<file path="src/muxed_bus_pkg.sv">
// shared types and constants for the multiplexed byte bus port
package muxed_bus_pkg;
    // =========================================================
    // widths and reset values
    localparam int          ADDR_W     = 8;
    localparam int          DATA_W     = 8;
    localparam logic [7:0]  RST_ADDR   = 8'h00;
    localparam logic [7:0]  RST_DATA   = 8'h00;
    localparam logic        RST_MODE   = 1'b0;  // enable style, pulldown default

    // =========================================================
    // bus styles
    typedef enum logic { STYLE_ENABLE, STYLE_STROBE } bus_style_e;

    // =========================================================
    // carriers
    typedef struct packed {
        logic [7:0] data;   // level sampled on the shared lines
        logic       addr_stb;
        logic       data_stb;
        logic       dir_wr;
        logic       unit_sel_n;
    } pin_in_s;

    typedef struct packed {
        logic       rd;     // one-cycle read request
        logic       wr;     // one-cycle write request
        logic [7:0] addr;
        logic [7:0] wdata;
    } core_req_s;
endpackage : muxed_bus_pkg

</file>
<file path="src/strobe_edge.sv">
// registered edge detector for one synchronous strobe input
`timescale 1ns/100ps
module strobe_edge (
    input  wire logic clk_sys_i,   // system clock
    input  wire logic reset_n_i,   // async reset, active low
    input  wire logic level_i,     // sampled strobe level
    input  wire logic rst_level_i, // idle level of the strobe
    output logic      prev_o,      // level one cycle earlier
    output logic      rise_o,      // pulse on low to high
    output logic      fall_o       // pulse on high to low
);
    // =========================================================
    // state
    logic prev_ff;
    logic nxt_prev;
    logic seen_ff;
    logic nxt_seen;

    always_comb begin
        nxt_prev = level_i;
        nxt_seen = 1'b1;
    end

    always_ff @(posedge clk_sys_i or negedge reset_n_i) begin
        if (!reset_n_i) begin
            prev_ff <= 1'b0;
            seen_ff <= 1'b0;
        end else begin
            prev_ff <= nxt_prev;
            seen_ff <= nxt_seen;
        end
    end

    // first cycle after reset compares against the idle level
    assign prev_o = seen_ff ? prev_ff : rst_level_i;
    assign rise_o = level_i & ~prev_o;
    assign fall_o = ~level_i & prev_o;
endmodule : strobe_edge

</file>
<file path="src/muxed_byte_bus_interface.sv">
// multiplexed address/data byte bus port with strobe and enable styles
//
// How it works
// RULE_01 - access only while unit select is low
// RULE_02 - host holds select across strobes
// RULE_03 - deselected cycle latches address, no access
// RULE_04 - power fail forces select inactive
// RULE_05 - address captured at address strobe fall
// RULE_06 - address strobe rise discards latched address
// RULE_07 - host strobes address before every access
// RULE_08 - host re-strobes address after deselected attempt
// RULE_09 - style pin sets meaning of strobes
// RULE_10 - strobe style: direction high means read
// RULE_11 - strobe style: direction low means write
// RULE_12 - enable style: write latched at enable rise
// RULE_13 - host pulses data strobe after address phase
// RULE_14 - strobe style: drive only while strobe high
// RULE_15 - strobe style: write at strobe falling edge
// RULE_16 - enable style: drive only while strobe low
// RULE_17 - style high strobe, low enable default
// RULE_18 - read ends and bus floats on edge
// RULE_19 - reset pin low refuses all accesses
// RULE_20 - host never asserts both enables together
`timescale 1ns/100ps
module muxed_byte_bus_interface
    import muxed_bus_pkg::*;
(
    input  wire logic              clk_sys_i,        // 25 MHz system clock
    input  wire logic              reset_n_i,        // async reset, active low
    input  wire logic [DATA_W-1:0] bus_lines_i,      // shared lines, input side
    output logic      [DATA_W-1:0] bus_lines_o,      // shared lines, output side
    output logic                   bus_lines_oe_n_o, // low while driving lines
    input  wire logic              addr_latch_strobe_i, // address strobe, high pulse
    input  wire logic              data_strobe_line_i,  // data strobe or read enable
    input  wire logic              dir_write_line_i,    // direction or write enable
    input  wire logic              unit_select_n_i,     // chip select, active low
    input  wire logic              bus_style_select_i,  // high strobe, low enable
    input  wire logic              power_fail_i,        // supply below threshold
    input  wire logic              host_reset_n_i,      // reset pin, active low
    output core_req_s              core_req_o,          // request to storage core
    input  wire logic [DATA_W-1:0] core_rdata_i         // read data for core_req_o.addr
);
    // =========================================================
    // sampled pins and edges
    pin_in_s    pin;
    logic       as_prev, as_rise, as_fall;
    logic       ds_prev, ds_rise, ds_fall;
    logic       rw_prev, rw_rise, rw_fall;
    logic       sel_act;
    bus_style_e mode;

    always_comb begin
        pin.data       = bus_lines_i;
        pin.addr_stb   = addr_latch_strobe_i;
        pin.data_stb   = data_strobe_line_i;
        pin.dir_wr     = dir_write_line_i;
        pin.unit_sel_n = unit_select_n_i;
    end

    strobe_edge u_as_edge (
        .clk_sys_i   (clk_sys_i),
        .reset_n_i   (reset_n_i),
        .level_i     (pin.addr_stb),
        .rst_level_i (1'b0),
        .prev_o      (as_prev),
        .rise_o      (as_rise),
        .fall_o      (as_fall)
    );

    strobe_edge u_ds_edge (
        .clk_sys_i   (clk_sys_i),
        .reset_n_i   (reset_n_i),
        .level_i     (pin.data_stb),
        .rst_level_i (1'b0),
        .prev_o      (ds_prev),
        .rise_o      (ds_rise),
        .fall_o      (ds_fall)
    );

    strobe_edge u_rw_edge (
        .clk_sys_i   (clk_sys_i),
        .reset_n_i   (reset_n_i),
        .level_i     (pin.dir_wr),
        .rst_level_i (1'b1),
        .prev_o      (rw_prev),
        .rise_o      (rw_rise),
        .fall_o      (rw_fall)
    );

    // =========================================================
    // select gating and style
    logic mode_ff;
    logic nxt_mode;

    assign sel_act = ~pin.unit_sel_n & ~power_fail_i & host_reset_n_i; // RULE_01 RULE_04 RULE_19
    assign mode    = bus_style_e'(mode_ff);

    always_comb begin
        nxt_mode = bus_style_select_i; // RULE_09 RULE_17
    end

    // =========================================================
    // address phase
    logic [ADDR_W-1:0] addr_ff;
    logic [ADDR_W-1:0] nxt_addr;
    logic              addr_vld_ff;
    logic              nxt_addr_vld;
    logic              data_done;

    always_comb begin
        nxt_addr     = addr_ff;
        nxt_addr_vld = addr_vld_ff;
        if (data_done) begin
            nxt_addr_vld = 1'b0;
        end
        if (as_rise) begin
            nxt_addr_vld = 1'b0;          // RULE_06
        end else if (as_fall) begin
            nxt_addr     = pin.data;      // RULE_05 RULE_03
            nxt_addr_vld = 1'b1;
        end
    end

    // =========================================================
    // data phase
    logic              rd_win;
    logic              wr_hit;
    logic              wr_stage;
    logic [DATA_W-1:0] wdata_ff;
    logic [DATA_W-1:0] nxt_wdata;
    logic [DATA_W-1:0] rdata_ff;
    logic [DATA_W-1:0] nxt_rdata;
    logic              drive_ff;
    logic              nxt_drive;
    core_req_s         req_ff;
    core_req_s         nxt_req;

    always_comb begin
        if (mode == STYLE_STROBE) begin
            rd_win    = pin.data_stb & pin.dir_wr;                  // RULE_10 RULE_14
            wr_stage  = pin.data_stb & ~pin.dir_wr;
            wr_hit    = ds_fall & ~rw_prev;                         // RULE_11 RULE_15
            data_done = ds_fall;
        end else begin
            rd_win    = ~pin.data_stb & pin.dir_wr;                 // RULE_16
            wr_stage  = ~pin.dir_wr;
            wr_hit    = rw_rise;                                    // RULE_12
            data_done = rw_rise | ds_rise;
        end
        rd_win = rd_win & sel_act & addr_vld_ff & ~pin.addr_stb;
        wr_hit = wr_hit & sel_act & addr_vld_ff;                    // RULE_03
    end

    always_comb begin
        nxt_wdata     = wr_stage ? pin.data : wdata_ff;
        nxt_drive     = rd_win;                                     // RULE_18
        nxt_rdata     = (rd_win & ~drive_ff) ? core_rdata_i : rdata_ff;
        nxt_req.rd    = rd_win & ~drive_ff;
        nxt_req.wr    = wr_hit;
        nxt_req.addr  = addr_ff;
        nxt_req.wdata = wdata_ff;
    end

    always_ff @(posedge clk_sys_i or negedge reset_n_i) begin
        if (!reset_n_i) begin
            mode_ff     <= RST_MODE;
            addr_ff     <= RST_ADDR;
            addr_vld_ff <= 1'b0;
            wdata_ff    <= RST_DATA;
            rdata_ff    <= RST_DATA;
            drive_ff    <= 1'b0;
            req_ff      <= '0;
        end else begin
            mode_ff     <= nxt_mode;
            addr_ff     <= nxt_addr;
            addr_vld_ff <= nxt_addr_vld;
            wdata_ff    <= nxt_wdata;
            rdata_ff    <= nxt_rdata;
            drive_ff    <= nxt_drive;
            req_ff      <= nxt_req;
        end
    end

    // address stays on the request while a read is open so the core keeps it
    always_comb begin
        core_req_o      = req_ff;
        core_req_o.addr = addr_ff;
    end
    assign bus_lines_o      = rdata_ff;
    assign bus_lines_oe_n_o = ~drive_ff;
endmodule : muxed_byte_bus_interface

</file>
<file path="config.mk">
export PLATFORM = sky130hd
export DESIGN_NAME = muxed_byte_bus_interface
export DESIGN_NICKNAME = d
export VERILOG_FILES = /design/src/muxed_bus_pkg.sv /design/src/strobe_edge.sv /design/src/muxed_byte_bus_interface.sv
export SDC_FILE = /design/constraint.sdc
export NUM_CORES = 1
export LEC_CHECK = 0
export BUFFER_PORTS_ARGS = -buffer_cell sky130_fd_sc_hd__buf_2
export CAP_MARGIN = 20
export CORE_UTILIZATION = 31
export CTS_BUF_LIST = sky130_fd_sc_hd__clkbuf_2
export CTS_CLUSTER_DIAMETER = 200
export DETAILED_ROUTE_END_ITERATION = 6
export SLEW_MARGIN = 20
export SYNTH_ARGS = -nofsm -noshare
export SYNTH_HDL_FRONTEND = slang
export SYNTH_SLANG_ARGS = --single-unit
</file>
<file path="constraint.sdc">
create_clock -name clk_sys_i -period 2.05 [get_ports clk_sys_i]
set_clock_uncertainty 0.1 [all_clocks]
set_input_delay 0.1025 -clock clk_sys_i [delete_from_list [all_inputs] [get_ports clk_sys_i]]
set_output_delay 0.1025 -clock clk_sys_i [all_outputs]
set_load 0.01 [all_outputs]
</file>
---- Word level (Yosys, flattened, before mapping) ----
Index checks and enable logic that the tools add are counted.
storage, ports and cells
  logic and storage cells ................. 53
  register bits ........................... 41
  input port bits ......................... 25
  output and inout bits ................... 27
cells by class
  bitwise operators ....................... 28
  multiplexer cells ....................... 10
  reduce and logical (&&, ||, !) cells .... 2
operators with widths
  operator             number
  1-bit bitwise AND    17
  1-bit two-way mux    10
  1-bit NOT            10
  3-bit nonzero test   1
  2-bit AND reduction  1
  1-bit bitwise OR     1

---- Longest topological paths before layout ----
Gate-level depths: netlist of run 1.
  depth in word-level cells ............... 8
  gate-level depth with buffers ........... 4
  depth with buffers taken out ............ 4

---- Cells and area by module ----
From an unflattened synthesis of run 1, not the netlist that was laid out.
second synthesis, totals
  cells, all modules ...................... 109
  area total of the unflattened synthesis .. 1612.8 um^2
modules (own cells, without submodules)
  module                    cells an instance  sequential area each (um^2)  area an instance (um^2)  times used
  muxed_byte_bus_interface  88                 925.9                        1380.1                   1
  strobe_edge               7                  50.0                         77.6                     3

---- Least setup slack after synthesis of run 1 ----
Ideal clock, no wire load.
  kind .................................... flip-flop to flip-flop
  start ................................... register addr_vld_ff
  end ..................................... register rdata_ff[0] (netlist: bus_lines_o[0])
  setup slack ............................. 438 ps
  required time ........................... 1825 ps
  period minus slack after synthesis ...... 1612 ps
  data arrival time ....................... 1387 ps
  stages on the path, launching flop included .. 4
  buffers on the path ..................... 0
  library setup time ...................... 125 ps
  cell sequence ........................... dfrtp_1 nand4bb_1 nor4_4 mux2_2
RTL lines
  what                      line                             RTL
  start: declaration        muxed_byte_bus_interface.sv:106  logic addr_vld_ff;
  start signal: assignment  muxed_byte_bus_interface.sv:176  addr_vld_ff <= nxt_addr_vld;
  end signal: assignment    muxed_byte_bus_interface.sv:178  rdata_ff <= nxt_rdata;
  end: declaration          muxed_byte_bus_interface.sv:131  logic [DATA_W-1:0] rdata_ff;

==> qor.yml, run 1 <==
critPathLaunch: "unit_select_n_i"
setup_viol: 0
endpoint_kind: "flop"
critPathRequiredTime_ns: 2.28
synth_seq_cells: 41
power.sequential.fraction_pct: 61.5
ir_drop_uv: 223.4
timing.critical_path.buf_inv: 3
fp-row-count: 25
synthesis.yosys.warnings: 0
floorplan.io_pins: 52
post-cts-setup-buffer-count: 0
yosys.area_share.adder_pct: 0.8203
htreeDepth: 2
critical_path.slowest_cell: "dlygate4sd3_1"
met3WireLength_um: 172
wire_per_inst_um: 12.85
run_status: "finished clean"
cts_root_buffer: "clkbuf_2"
cts_num_sinks: 41
report.power.total_w: 0.001518
n_fill_cell: 439
clockBufferDepth: 2
drc_violation_count_after_routing: 0
detail-route-antenna-nets: 0
finalHoldViolations: 0
internal_power_consumption_w: 0.001124
clock_buffer_count_from_cts: 5
detailedPlacementHpwl_mm: 2.027
synthCells: 95
floorplan.die_area_mm2: 0.005205
synth_compound_area_share_pct: 0.9024
post_synth_mux_area_share_pct: 18.46
p_clk_share_pct: 20.9
synthToLayoutAreaGrowth_pct: 37.65
synth_edf_count: 0
hold-path-cell-count: 4
hold_path_end: "bus_lines_o[4]"
critPathTopFamily: "buffers and inverters"
io_buffers: 51
initial_core_util_pct: 32.29
worstHoldStart: "power_fail_i"
first_drt_pass_iteration_count: 4
power.density_mw_per_mm2: 723.0
tns_ns: 0
synth-simple-area-share_pct: 7.055
grt_max_degree: 42
maxCapViolCount: 0
power.combinational.fraction_pct: 17.6
post_synthesis_async_set_or_reset_flop_share_pct: 100.0
xor_and_xnor_fraction_of_the_mapped_netlist_area_pct: 0.5742
timing_worst_slew_pin_value_ns: 0.8860
synth_top_family_by_area: "multiplexers"
postSynth.topFlopCell: "dfrtp_1"
path_cells: "dlygate4sd3_1 > buf_2 > nand4bb_1 > nor4_4 > dlygate4sd3_1"
via_density_per_instance: 4.223
die_w_um: 72.15
final_net_count: 197
maxSlewHeadroom_pct: 40.94
syn_avg_cell_area_um2: 16.05
critical-path-top-cell-by-count: "dlygate4sd3_1"
critical_path_class: "input port to flop"
dieHeight_um: 72.15
power.leakage_nw: 1.017
min-delay-path-class: "input port to flop"
global_route_usage_over_all_layers_pct: 12.91
insertedDiodeCount: 0
topRoutingLayerUsed: "met4"
critical_path_peak_fanout: 9
number_of_logic_stages_on_the_critical_path_including_buffering: 5
synthesis.area_mm2: 0.001525
routed-via-count: 1005
setup.worst_path.start_class: "input port"
rsz0062_at_grt: "no"
grt_antenna_before_repair: 0
yosysUniqueCellTypes: 19
synth-seq-area-share_pct: 67.27
fmax_mhz: 508.2
grt_first_pass_wirelength_mm: 4.968
data_arrival_at_the_endpoint_of_the_critical_path_ns: 2.20
netSwitchingPower_w: 0.0003944
gp_routability_congestion: 0.7302
tritoncts: "built"
netSwitchingFraction_pct: 25.98
placeableCoreArea_mm2: 0.004723
timing.final.max_slew_violations: 0
synthesis.nets: 121
rr_startpoint: "addr_vld_ff"
drive_above_1_share_pct: 49.71
cp_slowest_stage_delay_ns: 0.62
shortest_period_the_worst_path_allows_ns: 1.968
worst_r2r_endpoint: "core_req_o[17]"
worst-r2r-cell-count: 3
finalCritPeriodShare_pct: 95.98
worstSkewPairLatency_ns: 0.37
met1Wirelength_mm: 1.303
r2r_slack_ns: 0.13
clkSlewWorstSetupHoldPaths_ns: 0.19
met2WireLength_mm: 1.539
detail_route.iter0.violations: 21
grt_overflow: 0
routed_wirelength_mm: 3.059
grt_pass1_vias: 1068
## per-stage QoR
step                      util (%)  instance area, µm²  worst slack (ns)  hold slack (ns)  instances
after CTS                    44.03                2079            0.2348         0.006943        236
after floorplan                  -                1525            0.4384          -0.2931         95
final                        44.45                2100           0.08237           0.2525        238
after detailed placement     38.44                1815            0.2333           0.1172        206
after global placement       38.44                1815            0.3585           0.1114        206
after global routing         44.45                2100           0.02717           0.2245        238
## layer usage
layer,track usage (%),vias up
met3,3.750,4
met5,0,-
met2,22.85,43
li1,-,469
met4,5.882,0
met1,14.30,489
## cell families (layout without fill, tap and decap cells)
logic type / count (synthesis) / count (layout)
other cells: 1 / 1
buf+inv: 11 / 87
fa+ha+maj: 1 / 1
compound gates: 2 / 2
simple gates: 13 / 13
xor+xnor: 1 / 1
mux: 25 / 25
flops: 41 / 41
## cell usage in the layout, fill, tap and decap left out, types with 2 or more instances in the layout
master         synthesis  routed
and2_1                 2       2
buf_2                  0      51
buf_4                  8       2
clkbuf_2               0       6
dfrtp_1               41      41
dlygate4sd3_1          0      25
inv_1                  2       2
mux2_2                25      25
nand2b_1               2       2
nand4bb_1              2       2
nor2b_1                2       2
## final cells by class
class                           instances  area [µm²]  area share [%]
Clock buffer                            6       30.03           1.430
Clock inverter                          1       3.754          0.1788
Inverter                                2       7.507          0.3576
Multi-Input combinational cell         43       427.9           20.38
Sequential cell                        41        1026           48.87
Tap cell                               67       83.83           3.993
Timing Repair Buffer                   78       520.5           24.79
## state kept, by name, indices dropped and copies added (netlist names)
name	cells
addr_ff	8
addr_vld_ff	1
bus_lines_o	8
core_req_o	10
drive_ff	1
mode	1
u_as_edge.prev_ff	1
u_ds_edge.prev_ff	1
u_rw_edge.prev_ff	1
u_rw_edge.seen_ff	1
wdata_ff	8
## how the worst max path moves through the flow
stage,endpoint
global route,core_req_o[17]
CTS,bus_lines_o[7]
detailed placement,bus_lines_o[7]
floorplan,bus_lines_o[0]
global placement,bus_lines_o[0]
finish,core_req_o[17]
## worst register-to-register path, cell delays in order (launching register included)
cell and delay [ns]:
dfrtp_1 0.38, nand4bb_1 0.19, nor4_4 0.58, dlygate4sd3_1 0.62
## power by group through the flow
| stage | combinational, W | sequential (W) | clock [W] |
|---|---|---|---|
| 5_1_grt | 0.000293 | 0.000946 | 0.000370 |
| 6_report | 0.000267 | 0.000934 | 0.000317 |
| 3_3_place_gp | 0.000228 | 0.000945 | 0 |
| 2_1_floorplan | 0.000139 | 0.000960 | 0 |
| 4_1_cts | 0.000270 | 0.000936 | 0.000338 |
| 3_5_place_dp | 0.000237 | 0.000951 | 0 |
## Yosys cell counts, drive strengths merged, types with 2 or more instances
library cell   n  area [µm²]
and2           2       12.51
nand4bb        2       22.52
inv            2       7.510
dfrtp         41        1026
nor2b          2       12.51
mux2          25       281.5
buf            8       60.06
nand2b         2       12.51
## repair_timing
action | CTS | global route
endpoints found under the hold margin | 71 | 1
hold buffers | 23 | 2
gates resized for setup | 0 | 0
Power figures use the tool's default switching activity.
==> run 2: changes to the inputs <==
Settings changed: REMOVE_ABC_BUFFERS set to 1.
Clock period 2.05 ns to 1.7 ns, I/O delays scaled along.
==> qor.yml, run 2 (synthesized netlist as in run 1, its figures left out) <==
run_status: "finished clean"
largest_register_ff_count: 10
layout.core_utilization_pct: 45.14
die_w_um: 72.15
grt_antenna_before_repair: 0
total_area_of_multi_input_combinational_cells_um2: 436.7
timing.critical_path.buf_inv: 3
initial_core_util_pct: 32.29
drc_violation_count_after_routing: 0
routed_wirelength_mm: 2.961
clock_buffer_count_from_cts: 5
power.sequential.fraction_pct: 56.4
critPathTopFamily: "buffers and inverters"
data_arrival_at_the_endpoint_of_the_critical_path_ns: 1.79
critical_path_class: "input port to flop"
routed-via-count: 1007
via_density_per_instance: 4.231
fp-row-count: 25
maxSlewHeadroom_pct: 65.99
grt_overflow: 0
tritoncts: "built"
netSwitchingFraction_pct: 24.55
final_net_count: 196
drive_above_1_share_pct: 52.05
final_area_mm2: 0.002132
detailedPlacementHpwl_mm: 1.919
grt_first_pass_wirelength_mm: 5.016
netSwitchingPower_w: 0.0004909
report.power.total_w: 0.002000
setup.worst_path.start_class: "input port"
p_clk_share_pct: 27.9
floorplan.io_pins: 52
fmax_mhz: 627.7
n_fill_cell: 424
endpoint_kind: "flop"
critPathRequiredTime_ns: 1.89
post_dp_cell_area_mm2: 0.001823
finalHoldViolations: 0
final_cell_mix: "51 x buf_2, 41 x dfrtp_1, 25 x mux2_2"
rr_startpoint: "addr_vld_ff"
internal_power_consumption_w: 0.001509
cts_num_sinks: 41
maxCapViolCount: 0
worstHoldStart: "host_reset_n_i"
path_cells: "dlygate4sd3_1 > buf_2 > nand4bb_1 > nor4_4 > buf_6 > mux2_2"
tns_ns: 0
post-cts-setup-buffer-count: 0
clkSlewWorstSetupHoldPaths_ns: 0.19
worstSkewPairLatency_ns: 0.38
synthToLayoutAreaGrowth_pct: 39.79
grt_pass1_vias: 1074
setup_viol: 0
clockBufferDepth: 2
detail_route.iter0.violations: 17
detail-route-antenna-nets: 0
layout.area.seq_mm2: 0.001026
critical_path_peak_fanout: 9
first_drt_pass_iteration_count: 3
cts_root_buffer: "clkbuf_2"
critPathLaunch: "unit_select_n_i"
shortest_period_the_worst_path_allows_ns: 1.593
rsz0062_at_grt: "no"
timing.final.max_slew_violations: 0
dieHeight_um: 72.15
critical_path.slowest_cell: "dlygate4sd3_1"
cp_slowest_stage_delay_ns: 0.55
power.leakage_nw: 1.028
finalCritPeriodShare_pct: 93.71
io_buffers: 51
worst_hold_slack_ns: 0.06411
min-delay-path-class: "input port to flop"
placeableCoreArea_mm2: 0.004723
power.combinational.fraction_pct: 15.7
gp_routability_congestion: 0.7021
final_common_cell: "buf_2"
global_route_usage_over_all_layers_pct: 12.79
floorplan.die_area_mm2: 0.005205
insertedDiodeCount: 0
ir_drop_uv: 420.5
power.density_mw_per_mm2: 937.9
grt_max_degree: 42
timing_worst_slew_pin_value_ns: 0.5102
htreeDepth: 2
wire_per_inst_um: 12.44
==> run 2: per-layer routing <==
layer	wire (µm)	GRT usage, %
met5	0	0
met4	27	3.268
met3	213	5.000
met2	1390	21.29
met1	1329	15.55
==> run 2: final timing paths <==
check                                       to  slack, ns  depth (start not counted)
worst min-delay path            core_req_o[17]       0.06                          4
max in group asynchronous          wdata_ff[6]       0.98                          3
worst min register to register   core_req_o[7]       0.30                          0
worst max-delay path            bus_lines_o[1]       0.11                          6
min in group asynchronous       bus_lines_o[2]       0.15                          3
worst max register to register  bus_lines_o[1]       0.14                          4
==> run 2: worst min-delay path: cells and delay by family <==
| kind | cells | cell delay, ns |
|---|---|---|
| buffers and inverters | 2 | 0.23 |
| AND/OR/NAND/NOR | 2 | 0.22 |
==> run 2: layout make-up <==
type / count / area share, %
tap: 67 / 3.932
inverter: 2 / 0.3521
multi-input combinational: 43 / 20.48
clock buffer: 6 / 1.408
sequential: 41 / 48.12
clock inverter: 2 / 1.585
timing repair buffer: 77 / 24.12
==> run 2: per-stage QoR <==
step,cells,setup WS [ns]
floorplan,86,0.08837
global placement,207,0.1445
detailed placement,207,0.08444
CTS,238,0.07417
global route,238,0.02341
finish,238,0.1070
==> run 2: repair_timing <==
item	4_1_cts	5_1_grt
setup endpoints to repair	0	3
resized for setup	0	4
hold endpoints to repair	71	0
hold buffers	23	0
==> run 2: power groups by stage <==
stage	Sequential [W]	Clock (W)	Combinational [W]
global route	0.00115	0.000628	0.000343
finish	0.00113	0.000558	0.000314
global placement	0.00114	0	0.000275
CTS	0.00113	0.000581	0.000320
detailed placement	0.00115	0	0.000279
floorplan	0.00118	0	0.0000958
